===== config.mk =====
export PLATFORM = sky130hd
export DESIGN_NAME = ris_link_ctrl
export DESIGN_NICKNAME = d
export VERILOG_FILES = /design/src/rtl/ris_pkg.sv /design/src/rtl/ris_link_ctrl.sv
export SDC_FILE = /design/constraint.sdc
export NUM_CORES = 1
export LEC_CHECK = 0
export BUFFER_PORTS_ARGS = -buffer_cell sky130_fd_sc_hd__buf_2
export CORE_AREA = 2 2 244 246
export DETAILED_ROUTE_END_ITERATION = 7
export DIE_AREA = 0 0 246 248
export PLACE_DENSITY_LB_ADDON = 0.15
export SLEW_MARGIN = 20
export SYNTH_ARGS = -nofsm -noshare
export SYNTH_HDL_FRONTEND = slang
export SYNTH_SLANG_ARGS = --single-unit

===== constraint.sdc =====
create_clock -name clk_sys_in -period 7.2 [get_ports clk_sys_in]
set_clock_uncertainty 0.15 [all_clocks]
set_input_delay 1.08 -clock clk_sys_in [delete_from_list [all_inputs] [get_ports clk_sys_in]]
set_output_delay 1.08 -clock clk_sys_in [all_outputs]
set_load 0.02 [all_outputs]

===== src/rtl/ris_pkg.sv =====
// shared constants, register map and carrier types of the remote i/o slave link control
package ris_pkg;
    // register byte offsets
    localparam logic [7:0] OFS_CTRL = 8'h00;
    localparam logic [7:0] OFS_TIMEOUT = 8'h04;
    localparam logic [7:0] OFS_PORT = 8'h08;
    localparam logic [7:0] OFS_IP = 8'h0c;
    localparam logic [7:0] OFS_MASK = 8'h10;
    localparam logic [7:0] OFS_GW = 8'h14;
    localparam logic [7:0] OFS_MASTER_IP = 8'h18;
    localparam logic [7:0] OFS_STATUS = 8'h1c;
    localparam logic [7:0] OFS_CYC_CUR = 8'h20;
    localparam logic [7:0] OFS_CYC_MAX = 8'h24;
    localparam logic [7:0] OFS_CYC_MIN = 8'h28;
    localparam logic [7:0] OFS_IRQ_STAT = 8'h2c;
    localparam logic [7:0] OFS_IRQ_CLR = 8'h30;
    localparam logic [7:0] OFS_IRQ_EN = 8'h34;
    // field positions
    localparam int CTRL_SLAVE_BIT = 0;
    localparam int CTRL_FIXED_BIT = 1;
    localparam int IRQ_CONN_BIT = 0;
    localparam int IRQ_DISC_BIT = 1;
    localparam int IRQ_REJ_BIT = 2;
    localparam int IRQ_MAINT_BIT = 3;
    localparam int IRQ_W = 4;
    // reset values
    localparam logic [15:0] PORT_RST = 16'h083e; // 2110
    localparam logic [7:0] TIMEOUT_RST = 8'h0a; // 10 steps, 1000 ms
    localparam logic [7:0] TIMEOUT_MIN = 8'h01;
    // timeout step size and range in ms
    localparam int TIMEOUT_STEP_MS = 100;
    localparam int TIMEOUT_MAX_MS = 25500;
    // timing
    localparam int CLK_HZ = 20000000;
    localparam int TICK_MS = 1;
    localparam int TICK_CYC = CLK_HZ / 1000 * TICK_MS;
    localparam int FILT_MS = 3;
    localparam int BLINK_MS = 500;
    // fixed serial maintenance settings
    localparam int SER_BAUD = 115200;
    localparam logic [3:0] SER_DATA_BITS = 4'h7;
    localparam logic SER_PARITY_EVEN = 1'b1;
    localparam logic [1:0] SER_STOP_BITS = 2'h1;
    // i/o widths
    localparam int DIN_W = 16;
    localparam int DOUT_W = 16;
    localparam int AIN_N = 8;
    localparam int AIN_W = 16;

    typedef struct packed {
        logic fixed_addr;
        logic [31:0] ip;
        logic [31:0] mask;
        logic [31:0] gw;
        logic [15:0] port;
    } ris_netcfg_s;

    typedef struct packed {
        logic [DIN_W-1:0] din;
        logic [AIN_N*AIN_W-1:0] ain;
    } ris_resp_s;

    typedef struct packed {
        logic rio;
        logic [31:0] src_ip;
        logic [15:0] dst_port;
        logic [DOUT_W-1:0] outputs;
    } ris_req_s;
endpackage : ris_pkg


===== src/rtl/ris_link_ctrl.sv =====
// remote i/o slave link control: connection state, timeout, cycle stats, led, restrictions
`timescale 1ns/100ps
module ris_link_ctrl #(
    parameter int TICK_CYC = ris_pkg::TICK_CYC,
    parameter int FILT_MS = ris_pkg::FILT_MS,
    parameter int BLINK_MS = ris_pkg::BLINK_MS
) (
    input wire logic clk_sys_in,
    input wire logic resetn_in,
    // register port
    input wire logic [7:0] reg_addr_in,
    input wire logic [31:0] reg_wdata_in,
    input wire logic reg_wr_in,
    input wire logic reg_rd_in,
    output logic [31:0] reg_rdata_out,
    // request from packet engine, answer back
    input wire logic req_valid_in,
    input wire ris_pkg::ris_req_s req_in,
    output logic resp_valid_out,
    output ris_pkg::ris_resp_s resp_out,
    // i/o
    input wire logic [ris_pkg::DIN_W-1:0] din_pin_in,
    input wire logic [ris_pkg::AIN_N*ris_pkg::AIN_W-1:0] ain_in,
    output logic [ris_pkg::DOUT_W-1:0] dout_out,
    // special relays and run/stop request, no effect in slave mode
    input wire logic force_outputs_off_relay_in,
    input wire logic hold_outputs_when_stopped_relay_in,
    input wire logic run_stop_req_in,
    // maintenance and monitor write attempts
    input wire logic maint_wr_in,
    input wire logic maint_wr_is_output_in,
    output logic maint_wr_ok_out,
    input wire logic monitor_wr_in,
    output logic monitor_wr_ok_out,
    // configuration and status outputs
    output ris_pkg::ris_netcfg_s netcfg_out,
    output logic [31:0] serial_baud_out,
    output logic [3:0] serial_data_bits_out,
    output logic serial_parity_even_out,
    output logic [1:0] serial_stop_bits_out,
    output logic serial_maint_mode_out,
    output logic [7:0] filter_ms_out,
    output logic running_out,
    output logic program_erase_out,
    output logic other_funcs_en_out,
    output logic led_out,
    output logic irq_out
);
    typedef enum logic [0:0] {
        RIS_DISC = 1'b0,
        RIS_CONN = 1'b1
    } ris_state_e;

    localparam int BLINK_W = $clog2(BLINK_MS + 1);
    localparam int TICK_W = $clog2(TICK_CYC + 1);
    localparam logic [15:0] MS_SAT = 16'hffff;
    localparam int IRQ_W_L = ris_pkg::IRQ_W;

    ris_state_e state_reg;
    logic slave_en_reg;
    logic fixed_addr_reg;
    logic [7:0] timeout_reg;
    logic [15:0] port_reg;
    logic [31:0] ip_reg;
    logic [31:0] mask_reg;
    logic [31:0] gw_reg;
    logic [31:0] master_ip_reg;
    logic [15:0] cyc_cur_reg;
    logic [15:0] cyc_max_reg;
    logic [15:0] cyc_min_reg;
    logic [IRQ_W_L-1:0] irq_stat_reg;
    logic [IRQ_W_L-1:0] irq_en_reg;
    logic [15:0] silent_ms_reg;
    logic [TICK_W-1:0] tick_cnt_reg;
    logic tick_ms;
    logic [BLINK_W-1:0] blink_cnt_reg;
    logic blink_reg;
    logic [ris_pkg::DIN_W-1:0] din_meta_reg;
    logic [ris_pkg::DIN_W-1:0] din_sync_reg;
    logic [ris_pkg::DIN_W-1:0] din_filt_reg;
    logic [ris_pkg::DIN_W-1:0] samp_reg [FILT_MS];
    logic [ris_pkg::DIN_W-1:0] all_hi;
    logic [ris_pkg::DIN_W-1:0] all_lo;
    logic req_ok;
    logic req_rej;
    logic timeout_hit;
    logic [15:0] timeout_ms;
    logic [IRQ_W_L-1:0] irq_ev;
    logic [IRQ_W_L-1:0] irq_clr;

    // write decode shared by every register
    function automatic logic wr_hit(input logic [7:0] ofs);
        wr_hit = reg_wr_in && (reg_addr_in == ofs);
    endfunction : wr_hit

    // clamp a timeout step count into 1..255
    function automatic logic [7:0] clamp_steps(input logic [7:0] v);
        clamp_steps = (v < ris_pkg::TIMEOUT_MIN) ? ris_pkg::TIMEOUT_MIN : v;
    endfunction : clamp_steps

    // 1 ms enable from the system clock divider
    always_ff @(posedge clk_sys_in or negedge resetn_in) begin
        if (!resetn_in) begin
            tick_cnt_reg <= '0;
        end else if (tick_cnt_reg == TICK_W'(TICK_CYC - 1)) begin
            tick_cnt_reg <= '0;
        end else begin
            tick_cnt_reg <= tick_cnt_reg + 1'b1;
        end
    end
    assign tick_ms = (tick_cnt_reg == TICK_W'(TICK_CYC - 1));

    // configuration registers
    always_ff @(posedge clk_sys_in or negedge resetn_in) begin
        if (!resetn_in) begin
            slave_en_reg <= 1'b0;
            fixed_addr_reg <= 1'b0;
            timeout_reg <= ris_pkg::TIMEOUT_RST;
            port_reg <= ris_pkg::PORT_RST;
            ip_reg <= '0;
            mask_reg <= '0;
            gw_reg <= '0;
            master_ip_reg <= '0;
            irq_en_reg <= '0;
        end else begin
            if (wr_hit(ris_pkg::OFS_CTRL)) begin
                slave_en_reg <= reg_wdata_in[ris_pkg::CTRL_SLAVE_BIT];
                fixed_addr_reg <= reg_wdata_in[ris_pkg::CTRL_FIXED_BIT];
            end
            if (wr_hit(ris_pkg::OFS_TIMEOUT)) begin
                timeout_reg <= clamp_steps(reg_wdata_in[7:0]);
            end
            if (wr_hit(ris_pkg::OFS_PORT)) begin
                port_reg <= reg_wdata_in[15:0];
            end
            if (wr_hit(ris_pkg::OFS_IP)) begin
                ip_reg <= reg_wdata_in;
            end
            if (wr_hit(ris_pkg::OFS_MASK)) begin
                mask_reg <= reg_wdata_in;
            end
            if (wr_hit(ris_pkg::OFS_GW)) begin
                gw_reg <= reg_wdata_in;
            end
            if (wr_hit(ris_pkg::OFS_MASTER_IP)) begin
                master_ip_reg <= reg_wdata_in;
            end
            if (wr_hit(ris_pkg::OFS_IRQ_EN)) begin
                irq_en_reg <= reg_wdata_in[IRQ_W_L-1:0];
            end
        end
    end

    // fixed settings matter only in fixed mode; the stack handles automatic
    assign netcfg_out = '{fixed_addr: fixed_addr_reg, ip: ip_reg, mask: mask_reg, gw: gw_reg, port: port_reg};

    // request qualification: right master, right port, remote i/o traffic only
    assign req_ok = req_valid_in && slave_en_reg && req_in.rio && (req_in.src_ip == master_ip_reg)
                    && (req_in.dst_port == port_reg);
    assign req_rej = req_valid_in && !req_ok;

    // timeout in ms: steps times step size
    assign timeout_ms = 16'(timeout_reg) * 16'(ris_pkg::TIMEOUT_STEP_MS);
    assign timeout_hit = (state_reg == RIS_CONN) && (silent_ms_reg >= timeout_ms);

    // silence in ms; an accepted request restarts it; saturates, never wraps
    always_ff @(posedge clk_sys_in or negedge resetn_in) begin
        if (!resetn_in) begin
            silent_ms_reg <= '0;
        end else if (req_ok) begin
            silent_ms_reg <= '0;
        end else if (tick_ms && silent_ms_reg != MS_SAT) begin
            silent_ms_reg <= silent_ms_reg + 16'h0001;
        end
    end

    // connection state
    always_ff @(posedge clk_sys_in or negedge resetn_in) begin
        if (!resetn_in) begin
            state_reg <= RIS_DISC;
        end else begin
            unique case (state_reg)
                RIS_DISC: begin
                    if (req_ok) begin
                        state_reg <= RIS_CONN;
                    end
                end
                RIS_CONN: begin
                    if (!slave_en_reg || (timeout_hit && !req_ok)) begin
                        state_reg <= RIS_DISC;
                    end
                end
            endcase
        end
    end

    // outputs follow accepted requests, hold while connected, off when disconnected, timed out or slave off; the force-off and hold relays never reach here
    always_ff @(posedge clk_sys_in or negedge resetn_in) begin
        if (!resetn_in) begin
            dout_out <= '0;
        end else if (req_ok) begin
            dout_out <= req_in.outputs;
        end else if (state_reg == RIS_DISC || timeout_hit || !slave_en_reg) begin
            dout_out <= '0;
        end
    end

    // answer each accepted request in the next cycle; rejected ones get none
    always_ff @(posedge clk_sys_in or negedge resetn_in) begin
        if (!resetn_in) begin
            resp_valid_out <= 1'b0;
            resp_out <= '0;
        end else begin
            resp_valid_out <= req_ok;
            if (req_ok) begin
                resp_out <= '{din: din_filt_reg, ain: ain_in};
            end
        end
    end

    // pin synchroniser for digital inputs
    always_ff @(posedge clk_sys_in or negedge resetn_in) begin
        if (!resetn_in) begin
            din_meta_reg <= '0;
            din_sync_reg <= '0;
        end else begin
            din_meta_reg <= din_pin_in;
            din_sync_reg <= din_meta_reg;
        end
    end

    // input filter: a bit moves only once every 1 ms sample agrees
    always_comb begin
        all_hi = '1;
        all_lo = '1;
        for (int i = 0; i < FILT_MS; i++) begin
            all_hi = all_hi & samp_reg[i];
            all_lo = all_lo & ~samp_reg[i];
        end
    end

    always_ff @(posedge clk_sys_in or negedge resetn_in) begin
        if (!resetn_in) begin
            for (int i = 0; i < FILT_MS; i++) begin
                samp_reg[i] <= '0;
            end
            din_filt_reg <= '0;
        end else if (tick_ms) begin
            samp_reg[0] <= din_sync_reg;
            for (int i = 1; i < FILT_MS; i++) begin
                samp_reg[i] <= samp_reg[i-1];
            end
            din_filt_reg <= all_hi | (din_filt_reg & ~all_lo);
        end
    end

    // cycle stats in ms between accepts, restarted at each connect
    always_ff @(posedge clk_sys_in or negedge resetn_in) begin
        if (!resetn_in) begin
            cyc_cur_reg <= '0;
            cyc_max_reg <= '0;
            cyc_min_reg <= MS_SAT;
        end else if (req_ok && state_reg == RIS_DISC) begin
            cyc_cur_reg <= '0;
            cyc_max_reg <= '0;
            cyc_min_reg <= MS_SAT;
        end else if (req_ok) begin
            cyc_cur_reg <= silent_ms_reg;
            if (silent_ms_reg > cyc_max_reg) begin
                cyc_max_reg <= silent_ms_reg;
            end
            if (silent_ms_reg < cyc_min_reg) begin
                cyc_min_reg <= silent_ms_reg;
            end
        end
    end

    // status led: steady when connected, blinking when not
    always_ff @(posedge clk_sys_in or negedge resetn_in) begin
        if (!resetn_in) begin
            blink_cnt_reg <= '0;
            blink_reg <= 1'b0;
        end else if (tick_ms) begin
            if (blink_cnt_reg == BLINK_W'(BLINK_MS - 1)) begin
                blink_cnt_reg <= '0;
                blink_reg <= ~blink_reg;
            end else begin
                blink_cnt_reg <= blink_cnt_reg + 1'b1;
            end
        end
    end
    assign led_out = (state_reg == RIS_CONN) ? 1'b1 : blink_reg;

    // slave mode: program erased on entry, other functions off
    always_ff @(posedge clk_sys_in or negedge resetn_in) begin
        if (!resetn_in) begin
            program_erase_out <= 1'b0;
        end else begin
            program_erase_out <= wr_hit(ris_pkg::OFS_CTRL) && reg_wdata_in[ris_pkg::CTRL_SLAVE_BIT]
                                 && !slave_en_reg;
        end
    end
    assign other_funcs_en_out = ~slave_en_reg;

    // run/stop request ignored: a slave always runs and refreshes
    assign running_out = 1'b1;

    // maintenance writes all but output relays; monitor never writes
    assign maint_wr_ok_out = maint_wr_in && !maint_wr_is_output_in;
    assign monitor_wr_ok_out = 1'b0;

    // fixed serial maintenance settings
    assign serial_maint_mode_out = 1'b1;
    assign serial_baud_out = 32'(ris_pkg::SER_BAUD);
    assign serial_data_bits_out = ris_pkg::SER_DATA_BITS;
    assign serial_parity_even_out = ris_pkg::SER_PARITY_EVEN;
    assign serial_stop_bits_out = ris_pkg::SER_STOP_BITS;
    assign filter_ms_out = 8'(FILT_MS);

    // interrupt events; a new event beats a clear in the same cycle
    assign irq_ev[ris_pkg::IRQ_CONN_BIT] = req_ok && state_reg == RIS_DISC;
    assign irq_ev[ris_pkg::IRQ_DISC_BIT] = state_reg == RIS_CONN && (!slave_en_reg || (timeout_hit && !req_ok));
    assign irq_ev[ris_pkg::IRQ_REJ_BIT] = req_rej;
    assign irq_ev[ris_pkg::IRQ_MAINT_BIT] = (maint_wr_in && maint_wr_is_output_in) || monitor_wr_in;
    assign irq_clr = wr_hit(ris_pkg::OFS_IRQ_CLR) ? reg_wdata_in[IRQ_W_L-1:0] : '0;

    always_ff @(posedge clk_sys_in or negedge resetn_in) begin
        if (!resetn_in) begin
            irq_stat_reg <= '0;
        end else begin
            irq_stat_reg <= (irq_stat_reg & ~irq_clr) | irq_ev;
        end
    end
    assign irq_out = |(irq_stat_reg & irq_en_reg);

    // read data in the cycle after the strobe; unmapped and write-only read zero
    always_ff @(posedge clk_sys_in or negedge resetn_in) begin
        if (!resetn_in) begin
            reg_rdata_out <= '0;
        end else if (reg_rd_in) begin
            unique case (reg_addr_in)
                ris_pkg::OFS_CTRL: reg_rdata_out <= {30'h0, fixed_addr_reg, slave_en_reg};
                ris_pkg::OFS_TIMEOUT: reg_rdata_out <= {24'h0, timeout_reg};
                ris_pkg::OFS_PORT: reg_rdata_out <= {16'h0, port_reg};
                ris_pkg::OFS_IP: reg_rdata_out <= ip_reg;
                ris_pkg::OFS_MASK: reg_rdata_out <= mask_reg;
                ris_pkg::OFS_GW: reg_rdata_out <= gw_reg;
                ris_pkg::OFS_MASTER_IP: reg_rdata_out <= master_ip_reg;
                ris_pkg::OFS_STATUS: reg_rdata_out <= {29'h0, force_outputs_off_relay_in
                                                       | hold_outputs_when_stopped_relay_in,
                                                       run_stop_req_in, state_reg == RIS_CONN};
                ris_pkg::OFS_CYC_CUR: reg_rdata_out <= {16'h0, cyc_cur_reg};
                ris_pkg::OFS_CYC_MAX: reg_rdata_out <= {16'h0, cyc_max_reg};
                ris_pkg::OFS_CYC_MIN: reg_rdata_out <= {16'h0, cyc_min_reg};
                ris_pkg::OFS_IRQ_STAT: reg_rdata_out <= {28'h0, irq_stat_reg};
                ris_pkg::OFS_IRQ_EN: reg_rdata_out <= {28'h0, irq_en_reg};
                default: reg_rdata_out <= '0;
            endcase
        end else begin
            reg_rdata_out <= '0;
        end
    end
endmodule : ris_link_ctrl


Yosys cells after proc, flatten, opt, wreduce, memory -nomap -nowiden
Cells that the tools add are included.
{"block": "totals", "register_bits": 542, "latchBits": 0, "ramBits": 0, "mem_bits_ro": 0, "in_bits": 260, "out_inout_bits": 361, "word_cells": 136, "n_memories": 0}
{"block": "classes", "addsub": 3, "multipliers": 1, "div_mod_pow": 0, "magnitude_cmp": 4, "n_eq_ne": 18, "shift": 0, "n_mux": 22, "n_bitwise": 18, "n_reduce_logical": 40}
{"operator": "case mux 32 bit (13 select lines)", "n": 1}
{"operator": "2-to-1 mux 16 bit", "n": 12}
{"operator": "AND 16 bit", "n": 5}
{"operator": "NOT 16 bit", "n": 4}
{"operator": "equality test 8 x 6 -> 1 bit (second input constant)", "n": 6}
{"operator": "equality test 32 bit", "n": 1}
{"operator": "equality test 8 x 5 -> 1 bit (second input constant)", "n": 4}
{"operator": "2-to-1 mux 32 bit", "n": 1}
{"operator": "logical AND 1 bit", "n": 23}
{"operator": "adder 16 x 1 -> 16 bit (second input constant)", "n": 1}
{"operator": "equality test 16 bit", "n": 1}
{"operator": "equality test 8 x 4 -> 1 bit (second input constant)", "n": 2}
{"operator": ">= comparator 16 x 15 -> 1 bit", "n": 1}
{"operator": "> comparator 16 bit", "n": 1}
{"operator": "< comparator 16 bit", "n": 1}
{"operator": "!= test 16 bit (second input constant)", "n": 1}
{"operator": "OR 16 bit", "n": 1}
{"operator": "adder 15 x 1 -> 15 bit (second input constant)", "n": 1}
{"operator": "equality test 15 bit (second input constant)", "n": 1}
{"operator": "2-to-1 mux 15 bit", "n": 1}
{"operator": "multiplier 8 x 5 -> 13 bit (second input constant)", "n": 1}
{"operator": "nonzero test 2 bit", "n": 5}
{"operator": "adder 9 x 1 -> 9 bit (second input constant)", "n": 1}
{"operator": "equality test 9 bit (second input constant)", "n": 1}
{"operator": "17 further kinds", "n": 29}

Depth between registers and ports, before layout
Gate-level depths: netlist (run 1).
{"block": "depth", "ltp_word": 9, "ltp_mapped": 19, "mapped_depth_nobuf": 17}

Worst setup path after synthesis (run 1)
OpenSTA, ideal clock, no wires.
{"block": "synth_timing", "path_type": "register to register", "from": "register timeout_reg[3]", "to": "register dout_out[10] (netlist name)", "setup_time_ns": 0.066, "t_arrival_ns": 4.102, "t_required_ns": 6.984, "setup_slack_ns": 2.882, "stages_incl_launch_ff": 19, "n_path_buf": 2, "period_less_slack_ns": 4.318, "cell_sequence": "dfstp_2 -> ha_1 -> ha_1 -> fa_1 -> ha_1 -> a21oi_1 -> nor2b_1 -> o21a_1 -> o211ai_1 -> xor2_1 -> ha_1 -> a21o_1 -> a211oi_1 -> o21ai_0 -> a21oi_1 -> and4_4 -> buf_6 -> buf_6 -> a22o_1"}
{"block": "synth_between", "elab_chain_len": 6}
{"element": "start: declaration", "line": "ris_link_ctrl.sv:62", "text": "logic [7:0] timeout_reg;"}
{"element": "start signal: assignment", "line": "ris_link_ctrl.sv:118", "text": "timeout_reg <= ris_pkg::TIMEOUT_RST;"}
{"element": "start signal: assignment", "line": "ris_link_ctrl.sv:131", "text": "timeout_reg <= clamp_steps(reg_wdata_in[7:0]);"}
{"element": "multiplier 8 x 5 -> 13 bit", "line": "ris_link_ctrl.sv:163", "text": "assign timeout_ms = 16'(timeout_reg) * 16'(ris_pkg::TIMEOUT_STEP_MS);"}
{"element": ">= comparator 16 x 15 -> 1 bit", "line": "ris_link_ctrl.sv:164", "text": "assign timeout_hit = (state_reg == RIS_CONN) && (silent_ms_reg >= timeout_ms);"}
{"element": "logical AND 1 bit", "line": "ris_link_ctrl.sv:164"}
{"element": "logical OR 1 bit (2 in series)", "line": "ris_link_ctrl.sv:203", "text": "end else if (state_reg == RIS_DISC || timeout_hit || !slave_en_reg) begin"}
{"element": "nonzero test 2 bit (no line)"}
{"element": "end signal: assignment", "line": "ris_link_ctrl.sv:202", "text": "dout_out <= req_in.outputs;"}
{"element": "end: declaration", "line": "ris_link_ctrl.sv:24", "text": "output logic [ris_pkg::DOUT_W-1:0] dout_out,"}
No other way between the ends.
A chain may end at the register's enable or synchronous reset.

Final worst setup path (run 1)
{"block": "layout_timing", "from": "register timeout_reg[3]", "to": "register dout_out[11] (netlist name)"}
The elaborated chain is that of the path after synthesis.

==> results of run 1 <==
[power by group through the flow]
stage	sequential (mW)	combinational, mW	clock [mW]
after floorplan	3.23	0.155	0
after global placement	3.20	0.402	0
after detailed placement	3.21	0.409	0
after CTS	3.15	0.411	3.11
after global routing	3.16	0.444	3.24
final	3.15	0.406	3.03
[per-stage QoR]
step	worst slack (ns)	instance area, µm²	instances
after floorplan	2.88	24200	2306
after global placement	2.64	27500	3516
after detailed placement	2.57	27500	3516
after CTS	2.57	29500	3622
after global routing	2.35	29500	3631
final	2.55	29500	3632
[area by class of cell]
cell class                 count  area [µm²]
sequential                   542       13600
clock buffer                  92        1790
inverter                      51         191
clock inverter                14         175
timing repair buffer         595        3080
fill                        5445       29000
multi-input combinational   1555        9680
tap                          773         967
antenna                       10        25.0
[path summary, 6_finish.rpt]
path | to | from
min in group asynchronous | ip_reg[11] | resetn_in
max in group asynchronous | resp_out[99] | resetn_in
setup / recovery | dout_out[11] | timeout_reg[3]
hold reg to reg | din_sync_reg[12] | din_meta_reg[12]
setup reg to reg | dout_out[11] | timeout_reg[3]
hold / removal | din_sync_reg[12] | din_meta_reg[12]
[cells by family (layout without fill, tap and decap cells)]
family,count (synthesis),count (layout)
AO/OA/AOI/OAI,278,278
other,2,60
buffers and inverters,209,752
adder cells (fa/ha/maj),80,80
multiplexers,164,164
XOR/XNOR,82,82
flip-flops,542,542
AND/OR/NAND/NOR,901,901
[routing by layer]
metal  routed length (µm)  track usage, %
met4                 2860            9.75
met3                 6110            6.43
met1                31400            31.6
met2                38200            41.6
met5                  112               0
[worst reg2reg max path: stages, from the launching register on]
cell and delay [ns]:
sky130_fd_sc_hd__dfstp_2 0.58, sky130_fd_sc_hd__ha_1 0.25, sky130_fd_sc_hd__ha_1 0.32, sky130_fd_sc_hd__fa_1 0.47, sky130_fd_sc_hd__ha_1 0.35, sky130_fd_sc_hd__a21oi_1 0.23, sky130_fd_sc_hd__nor2b_1 0.08, sky130_fd_sc_hd__o21a_1 0.18
sky130_fd_sc_hd__o211ai_1 0.24, sky130_fd_sc_hd__xor2_1 0.17, sky130_fd_sc_hd__ha_1 0.26, sky130_fd_sc_hd__a21o_1 0.18, sky130_fd_sc_hd__a211oi_1 0.20, sky130_fd_sc_hd__o21ai_0 0.10, sky130_fd_sc_hd__a21oi_1 0.21, sky130_fd_sc_hd__and4_4 0.43
sky130_fd_sc_hd__a22o_1 0.18
[cells in the final DEF (no fill, tap or decap), types with 4 or more instances in the layout]
master and instances:
sky130_fd_sc_hd__a21o_1 4, sky130_fd_sc_hd__a21oi_1 67, sky130_fd_sc_hd__a221oi_1 4, sky130_fd_sc_hd__a222oi_1 37, sky130_fd_sc_hd__a22o_1 39, sky130_fd_sc_hd__a22oi_1 28, sky130_fd_sc_hd__a31oi_1 35, sky130_fd_sc_hd__and2_1 6
sky130_fd_sc_hd__and3_1 10, sky130_fd_sc_hd__and4_1 4, sky130_fd_sc_hd__buf_2 569, sky130_fd_sc_hd__buf_4 22, sky130_fd_sc_hd__clkbuf_1 13, sky130_fd_sc_hd__clkbuf_16 58, sky130_fd_sc_hd__clkbuf_8 21, sky130_fd_sc_hd__clkinv_2 5
sky130_fd_sc_hd__conb_1 50, sky130_fd_sc_hd__dfrtp_1 518, sky130_fd_sc_hd__dfstp_2 24, sky130_fd_sc_hd__diode_2 10, sky130_fd_sc_hd__ha_1 77, sky130_fd_sc_hd__inv_1 51, sky130_fd_sc_hd__mux2_2 157, sky130_fd_sc_hd__nand2_1 667
sky130_fd_sc_hd__nand3_1 39, sky130_fd_sc_hd__nand4_1 13, sky130_fd_sc_hd__nor2_1 59, sky130_fd_sc_hd__nor2b_1 5, sky130_fd_sc_hd__nor3_1 16, sky130_fd_sc_hd__nor4_1 23, sky130_fd_sc_hd__o21ai_0 21, sky130_fd_sc_hd__o22a_1 18
sky130_fd_sc_hd__o31ai_1 7, sky130_fd_sc_hd__or2_2 5, sky130_fd_sc_hd__or3_1 23, sky130_fd_sc_hd__xnor2_1 22, sky130_fd_sc_hd__xor2_1 60
==> results_dict.tcl, run 1 <==
set metrics [dict create \
    run_status "completed" \
    finalNetCount 3143 \
    hpwlAfterDp_um 57400 \
    swShare_pct 23.8 \
    first_global_vias 19000 \
    groute.usage.overall_pct 25.1 \
    post_synth_most_frequent_cells "667 x sky130_fd_sc_hd__nand2_1, 518 x sky130_fd_sc_hd__dfrtp_1, 157 x sky130_fd_sc_hd__mux2_2" \
    port-buffer-count 570 \
    die-area_um2 61000 \
    timing_hold_violations_final 0 \
    aggregate_routed_wire_length_um 78700 \
    finalSetupViolations 0 \
    clk_root_buffer_cell "sky130_fd_sc_hd__clkbuf_16" \
    combPwrFrac_pct 6.2 \
    final_layout_size_suffix_gt1_share_pct 31.3 \
    worst_setup_path_start_kind "flop" \
    fin_total_pwr_mw 6.59 \
    period_needed_ns 4.65 \
    switchingPower_mw 1.57 \
    drc_errors 0 \
    tightestPinTransition_ns 1.05 \
    ant_nets 0 \
    cellPowerDensity_nw_per_um2 223 \
    timing.fmax_mhz 215 \
    cp_num_cells 16 \
    number_of_enable_flip_flop_cells_after_synthesis 0 \
    start_util_pct 41.1 \
    relSlewSlack_pct 29.7 \
    worst-r2r-setup-slack_ns 2.55 \
    first_pass_grt_wire_length_um 116000 \
    cts_setup_buffers 0 \
    crit_required_ns 7.61 \
    post_synth_num_cell_types 64 \
    routed-via-count 19200 \
    holdWs_ns 0.196 \
    cp_max_stage_delay_ns 0.58 \
    synthCells 2258 \
    pwr-share-clk_pct 46.0 \
    critical_path_class "flop to flop" \
    synth_warnings 0 \
    clock_sinks 542 \
    die_h_um 248 \
    detailedRoute.firstIterationViolations 1463 \
    rows 89 \
    coreArea_um2 58500 \
    whs_path_depth 0 \
    hold_buf_cts 0 \
    cell_type_with_the_largest_total_area_after_synthesis "sky130_fd_sc_hd__dfrtp_1" \
    drv_cap 0 \
    setup.worst_path.end_class "flop" \
    synth_top_family_by_area "simple AND/OR/NAND/NOR gates" \
    worst-path-max-fanout 16 \
    proportion_of_synthesized_area_in_mux_cells_pct 7.80 \
    dieWidth_um 246 \
    static_leakage_nw 15.9 \
    path_buf_inv 0 \
    clock_tree.buffer_depth 3 \
    grt_setup_unrepaired "false" \
    synth_seq_cells 542 \
    ios 621 \
    post_synth_adder_cell_area_pct 4.25 \
    clk_latency_ns 0.63 \
    tns_ns 0 \
    synth_area_um2 24100 \
    synth-simple-area-share_pct 15.9 \
    areaGrowthSynthToFinish_pct 22.6 \
    clk_transition_reported_paths_ns 0.06 \
    async_reset_ff_share_pct 100 \
    cts_made_buffers 58 \
    worstRegToRegCells 16 \
    sequential_cell_area_fraction_in_the_yosys_report_pct 56.5 \
    syn-mean-instance-area_um2 10.7 \
    largest_reg_flops 144 \
    xor_and_xnor_area_share_after_synthesis_pct 2.99 \
    seq_power_share_pct 47.8 \
    drv_slew 0 \
    path_delay_family "adder cells" \
    crit_chain "ha_1 > ha_1 > fa_1 > ha_1 > a21oi_1 > nor2b_1 > o21a_1 > o211ai_1 > xor2_1 > ha_1 > a21o_1 > a211oi_1 > o21ai_0 > a21oi_1 > and4_4 > a22o_1" \
    cpMostUsedCell "sky130_fd_sc_hd__ha_1" \
    postCtsResizedCells 0 \
    critical_path.slowest_cell "sky130_fd_sc_hd__dfstp_2" \
    place_congestion 0.924 \
    internal-power_mw 5.02 \
    yosys-top-cells-area "sky130_fd_sc_hd__dfrtp_1 54%, sky130_fd_sc_hd__nand2_1 10%, sky130_fd_sc_hd__mux2_2 7.3%, sky130_fd_sc_hd__ha_1 4.0%, sky130_fd_sc_hd__dfstp_2 2.6%" \
    synth_top_flop_cell "sky130_fd_sc_hd__dfrtp_1" \
    postLayoutCoreUtil_pct 50.5 \
    synth_largest_type_area_fraction_pct 53.9 \
    grt_antenna_before_repair 19 \
    clock_tree_from_tritoncts "done" \
    max_ir_drop_vdd_mv 0.194 \
    final_min_period_over_clock_period_pct 64.5 \
    hold_class "flop to flop" \
    routed_wire_length_per_instance_um 21.7 \
    most_frequent_cell_after_synthesis "sky130_fd_sc_hd__nand2_1" \
    clock_tree.htree_level_count 2 \
    grt_max_degree 171 \
    synth-compound-area-share_pct 8.32 \
    detail_route.first_pass.iterations 6 \
    cp.arrival_ns 5.05 \
    total_global_routing_overflow 0 \
    vias_per_cell 5.28 \
]
(Power assumes the default switching activity.)
==> run 2: changes to the inputs <==
- clock period: 7.2 -> 4.49 ns (I/O delays scaled with it)
==> run 2 against run 1 <==
  * The flow now finishes with violations (negative hold slack)
  * Power up 64%
  * Die area unchanged
  * Non-clock buffer count up 43
  * Routed wire length up 1.5%
  * Clock power up 68%
  * Sequential share of layout area down 0.93 points
  * Critical path depth up 2
  * Largest power group is now clock
==> results_dict.tcl, run 2 (synthesis results as in run 1) <==
set metrics [dict create \
    hpwlAfterDp_um 58400 \
    die-area_um2 61000 \
    instances_no_fill 3683 \
    grt_antenna_before_repair 18 \
    tns_ns 0 \
    routed-via-count 19400 \
    dpl.cell_count 3542 \
    critical_path_class "flop to flop" \
    dp_slack_ns -0.0573 \
    fin_total_pwr_mw 10.8 \
    rows 89 \
    cts_made_buffers 59 \
    most_used_cells_in_the_layout_excluding_fill_and_tap_cells "666 x sky130_fd_sc_hd__nand2_1, 569 x sky130_fd_sc_hd__buf_2, 518 x sky130_fd_sc_hd__dfrtp_1" \
    largest_reg_flops 144 \
    setup.worst_path.end_class "flop" \
    detail_route.first_pass.iterations 6 \
    final_min_period_over_clock_period_pct 97.2 \
    drc_errors 0 \
    critical_path.slowest_cell "sky130_fd_sc_hd__dfstp_2" \
    clock_sinks 542 \
    areaGrowthSynthToFinish_pct 25.2 \
    first_global_vias 19300 \
    port-buffer-count 570 \
    cellPowerDensity_nw_per_um2 359 \
    path_delay_family "adder cells" \
    tightestPinTransition_ns 0.970 \
    start_util_pct 41.1 \
    worst-path-max-fanout 8 \
    routed_wire_length_per_instance_um 21.7 \
    clock_tree.buffer_depth 3 \
    timing_hold_violations_final 19 \
    total_global_routing_overflow 0 \
    postLayoutCoreUtil_pct 51.5 \
    hold_class "input port to asynchronous set/reset pin" \
    first_pass_grt_wire_length_um 118000 \
    path_buf_inv 3 \
    place_congestion 0.889 \
    grt_use_met2_pct 41.7 \
    groute.usage.overall_pct 25.4 \
    max_ir_drop_vdd_mv 0.291 \
    aggregate_routed_wire_length_um 79900 \
    vias_per_cell 5.26 \
    ios 621 \
    period_needed_ns 4.36 \
    worst_setup_path_start_kind "flop" \
    clk_latency_ns 0.63 \
    clk_transition_reported_paths_ns 0.06 \
    grt.busiest_layer "met2" \
    clock_tree.htree_level_count 2 \
    timing.fmax_mhz 229 \
    grt_max_degree 109 \
    combPwrFrac_pct 6.3 \
    run_status "complete, but fails checks" \
    finalNetCount 3188 \
    clk_root_buffer_cell "sky130_fd_sc_hd__clkbuf_16" \
    holdWs_ns -0.0228 \
    clock_tree_from_tritoncts "done" \
    drv_cap 0 \
    seq_power_share_pct 46.7 \
    grt_use_met1_pct 32.6 \
    finalSetupViolations 0 \
    detailedRoute.firstIterationViolations 1666 \
    coreArea_um2 58500 \
    crit_chain "ha_4 > ha_1 > inv_1 > fa_1 > inv_1 > ha_4 > nor2b_2 > o21a_1 > o211ai_1 > xor2_1 > ha_1 > a21o_1 > a211oi_2 > o21ai_1 > a21oi_2 > buf_6 > and4_4 > a22o_1" \
    die_h_um 248 \
    postLayoutCellArea_um2 30100 \
    layout.cells.most_common "sky130_fd_sc_hd__nand2_1" \
    swShare_pct 23.8 \
    met3_usage_pct 6.33 \
    cp.arrival_ns 4.78 \
    static_leakage_nw 16.2 \
    violated_checks "negative hold slack" \
    crit_required_ns 4.91 \
    ant_nets 0 \
    relSlewSlack_pct 35.4 \
    internal-power_mw 8.24 \
    cp_max_stage_delay_ns 0.59 \
    placed_cell_area_um2 27700 \
    switchingPower_mw 2.58 \
    final_layout_size_suffix_gt1_share_pct 32.4 \
    dieWidth_um 246 \
    worst_slack_ns 0.127 \
    pwr-share-clk_pct 47.0 \
    drv_slew 0 \
]
==> run 2: cell types whose count changed in the layout (fill, tap and decap cells not counted), moves of 2 or more <==
cell / before / now
sky130_fd_sc_hd__clkinv_2: 5 / 10
sky130_fd_sc_hd__buf_4: 22 / 45
sky130_fd_sc_hd__a21oi_1: 67 / 63
sky130_fd_sc_hd__bufinv_16: 2 / 6
sky130_fd_sc_hd__ha_1: 77 / 71
sky130_fd_sc_hd__buf_12: 2 / 7
sky130_fd_sc_hd__clkbuf_8: 21 / 15
sky130_fd_sc_hd__dlygate4sd3_1: 0 / 15
sky130_fd_sc_hd__clkbuf_1: 13 / 9
sky130_fd_sc_hd__a21oi_2: 0 / 4
sky130_fd_sc_hd__diode_2: 10 / 16
sky130_fd_sc_hd__ha_4: 0 / 6
sky130_fd_sc_hd__o21ai_1: 0 / 2
==> run 2: area by class of cell <==
type / instances / area, µm²
Clock inverter: 24 / 322
Tap cell: 773 / 967
Antenna cell: 16 / 40.0
Timing Repair Buffer: 638 / 3500
Sequential cell: 542 / 13600
Multi-Input combinational cell: 1556 / 9780
Inverter: 51 / 191
Clock buffer: 83 / 1720
Fill cell: 5402 / 28300
==> run 2: power by group through the flow <==
stage / clock (mW) / combinational, mW / sequential (mW)
2_1_floorplan: 0 / 0.249 / 5.17
3_3_place_gp: 0 / 0.662 / 5.13
3_5_place_dp: 0 / 0.670 / 5.14
4_1_cts: 5.19 / 0.684 / 5.05
5_1_grt: 5.40 / 0.750 / 5.06
6_report: 5.08 / 0.683 / 5.05
==> run 2: path summary, 6_finish.rpt <==
kind                       depth (start not counted)            start                to  slack (ns)
min reg2reg                                        0  din_meta_reg[7]   din_sync_reg[7]        0.19
max in group asynchronous                          2        resetn_in      resp_out[60]        3.11
min                                                1        resetn_in  blink_cnt_reg[7]       -0.02
min in group clk_sys_in                            1   din_pin_in[15]  din_meta_reg[15]        0.04
max                                               18   timeout_reg[3]       dout_out[2]        0.13
max reg2reg                                       18   timeout_reg[3]       dout_out[2]        0.13
==> run 2: worst reg2reg max path: cells and delay by family, from the launching register on <==
family,cells,cell delay (ns)
adders and majority gates,5,1.45
AOI/OAI and AO/OA,7,1.22
DFF,1,0.59
and+or+nand+nor,2,0.47
buffers and inverters,3,0.26
xor gates and xnor gates,1,0.17
==> run 2: repair_timing <==
action	4_1_cts	5_1_grt
gates resized for setup	5	11
setup buffers	1	1
hold buffers	15	0
pin swaps	0	20
hold endpoints to repair	15	0
gates cloned	1	0
setup endpoints to repair	16	17
==> run 2: layer usage <==
metal	wire length, µm	up-vias	share of wire (%)
li1	-	8859	-
met1	32500	9646	41
met2	38600	715	48
met3	6050	150	7.6
met4	2650	10	3.3
met5	56	-	0.070
==> run 3: changes to the inputs <==
==> constraint.sdc (replaced) <==
create_clock -name clk_sys_in -period 4.49 [get_ports clk_sys_in]
set_clock_uncertainty 0.15 [all_clocks]
set_input_delay 0.898 -clock clk_sys_in [delete_from_list [all_inputs] [get_ports clk_sys_in]]
set_output_delay 0.898 -clock clk_sys_in [all_outputs]
set_load 0.02 [all_outputs]
==> run 3 against run 2 <==
  * The run ends with design-rule violations left
  * Worst hold slack better by 0.10 ns
  * Clock power decreased by 2%
  * Sequential share of layout area rose by 0.43 points
  * Combinational power shrank 2%
  * Power decreased by 1.2%
  * Cell count shrank 0.73%
  * Register-to-register slack hardly changed
  * Die area unchanged
  * Fmax hardly changed
  * Design area shrank 0.94%
  * Clock-buffer cell count grew 7
==> results_dict.tcl, run 3 (synthesis results as in run 1) <==
set metrics [dict create \
    instances_no_fill 3656 \
    wl_met3_um 6030 \
    die_h_um 248 \
    switchingPower_mw 2.51 \
    layout.cells.most_common "sky130_fd_sc_hd__nand2_1" \
    timing.fmax_mhz 229 \
    timing_hold_violations_final 0 \
    fin_total_pwr_mw 10.7 \
    hpwlAfterDp_um 57700 \
    dp_slack_ns -0.140 \
    clock_sinks 542 \
    start_util_pct 41.1 \
    largest_reg_flops 144 \
    die-area_um2 61000 \
    holdWs_ns 0.0781 \
    routed-via-count 19300 \
    cp.arrival_ns 4.72 \
    static_leakage_nw 16.1 \
    areaGrowthSynthToFinish_pct 24.0 \
    drv_slew 0 \
    clk_latency_ns 0.62 \
    run_status "complete, but fails checks" \
    aggregate_routed_wire_length_um 79000 \
    dr.max_layer_used "met5" \
    groute.usage.overall_pct 25.2 \
    cts_made_buffers 58 \
    rows 89 \
    finalNetCount 3168 \
    dpl.cell_count 3537 \
    worst-path-max-fanout 8 \
    port-buffer-count 570 \
    relSlewSlack_pct 27.7 \
    seq_power_share_pct 47.3 \
    most_used_cells_in_the_layout_excluding_fill_and_tap_cells "667 x sky130_fd_sc_hd__nand2_1, 569 x sky130_fd_sc_hd__buf_2, 518 x sky130_fd_sc_hd__dfrtp_1" \
    wirelength_met1_um 32000 \
    setup.worst_path.end_class "flop" \
    period_needed_ns 4.36 \
    crit_required_ns 4.85 \
    internal-power_mw 8.19 \
    drv_cap 0 \
    clock_tree.buffer_depth 3 \
    detailedRoute.firstIterationViolations 1380 \
    grt_max_degree 145 \
    clk_transition_reported_paths_ns 0.06 \
    drc_errors 6 \
    swShare_pct 23.4 \
    clock_tree_from_tritoncts "done" \
    clk_root_buffer_cell "sky130_fd_sc_hd__clkbuf_16" \
    max_ir_drop_vdd_mv 0.285 \
    combPwrFrac_pct 6.2 \
    first_pass_grt_wire_length_um 117000 \
    cellPowerDensity_nw_per_um2 358 \
    total_global_routing_overflow 0 \
    worst_slack_ns 0.130 \
    final_min_period_over_clock_period_pct 97.1 \
    final_layout_size_suffix_gt1_share_pct 32.2 \
    ios 621 \
    tightestPinTransition_ns 1.08 \
    worst_setup_path_start_kind "flop" \
    first_global_vias 19100 \
    coreArea_um2 58500 \
    met2_length_um 38800 \
    finalSetupViolations 0 \
    violated_checks "design-rule violations" \
    clock_tree.htree_level_count 2 \
    grt_antenna_before_repair 11 \
    routed_wire_length_per_instance_um 21.6 \
    vias_per_cell 5.29 \
    critical_path_class "flop to flop" \
    dieWidth_um 246 \
    ant_nets 0 \
    pwr-share-clk_pct 46.5 \
    hold_buf_cts 0 \
    nFillCells 5522 \
    place_congestion 0.891 \
    detail_route.first_pass.iterations 8 \
    hold_class "input port to asynchronous set/reset pin" \
]
[run 3: path summary, 6_finish.rpt]
path	slack, ns	start	to	cells after the start
worst max-delay path	0.13	timeout_reg[3]	dout_out[1]	18
worst min-delay path	0.08	resetn_in	ip_reg[4]	1
worst max register to register	0.13	timeout_reg[3]	dout_out[1]	18
worst min register to register	0.18	din_meta_reg[2]	din_sync_reg[2]	0
max in group asynchronous	2.96	resetn_in	resp_out[74]	2
min in group clk_sys_in	0.18	din_meta_reg[2]	din_sync_reg[2]	0
[run 3: layout make-up]
cell class / instances / area (µm²) / share of cell area (%)
repair buffers: 619 / 3320 / 11.1
well taps: 773 / 967 / 3.24
flip-flops and latches: 542 / 13600 / 45.6
clock buffers: 90 / 1750 / 5.88
diodes: 7 / 17.5 / 0.0587
inverters: 51 / 191 / 0.642
clock inverters: 18 / 248 / 0.831
multi-input cells: 1556 / 9740 / 32.6
[run 3: metrics by stage]
step,TNS (ns),util (%),cell area [µm²]
2_1_floorplan,0,-,24200
3_3_place_gp,-1.92,47.4,27700
3_5_place_dp,-2.09,47.4,27700
4_1_cts,0,50.9,29800
5_1_grt,-0.0829,51.0,29800
6_report,0,51.0,29800
[run 3: routing by layer]
metal	vias to the layer above	GRT usage, %
met5	-	0
met4	12	7.54
met3	134	5.83
met2	743	42.2
met1	9642	32.6
li1	8804	-
[run 3: worst max-delay path, cell delays in order, from the launching register on]
cell                       delay [ns]
sky130_fd_sc_hd__dfstp_2         0.56
sky130_fd_sc_hd__ha_1            0.23
sky130_fd_sc_hd__ha_1            0.31
sky130_fd_sc_hd__fa_1            0.53
sky130_fd_sc_hd__ha_4            0.21
sky130_fd_sc_hd__buf_4           0.13
sky130_fd_sc_hd__a21o_1          0.19
sky130_fd_sc_hd__a21oi_2         0.16
sky130_fd_sc_hd__o21bai_1        0.11
sky130_fd_sc_hd__nand2_1         0.08
sky130_fd_sc_hd__a21oi_1         0.07
sky130_fd_sc_hd__xnor2_1         0.14
sky130_fd_sc_hd__ha_1            0.31
sky130_fd_sc_hd__nand4b_1        0.16
sky130_fd_sc_hd__nor3_2          0.23
sky130_fd_sc_hd__a21oi_2         0.08
sky130_fd_sc_hd__buf_6           0.14
sky130_fd_sc_hd__and4_4          0.25
sky130_fd_sc_hd__a22o_1          0.21
[run 3: power groups by stage]
| stage | Clock, mW | Sequential (mW) | Combinational [mW] |
|---|---|---|---|
| floorplan | 0 | 5.17 | 0.249 |
| global placement | 0 | 5.13 | 0.656 |
| detailed placement | 0 | 5.14 | 0.665 |
| CTS | 5.09 | 5.05 | 0.671 |
| global route | 5.31 | 5.06 | 0.732 |
| finish | 4.97 | 5.05 | 0.667 |
[run 3: what timing repair did]
action | in CTS | in global routing
pin swaps | 4 | 9
gates cloned | 1 | 0
setup buffers | 1 | 2
gates resized for setup | 5 | 7
endpoints found under the setup margin | 16 | 17
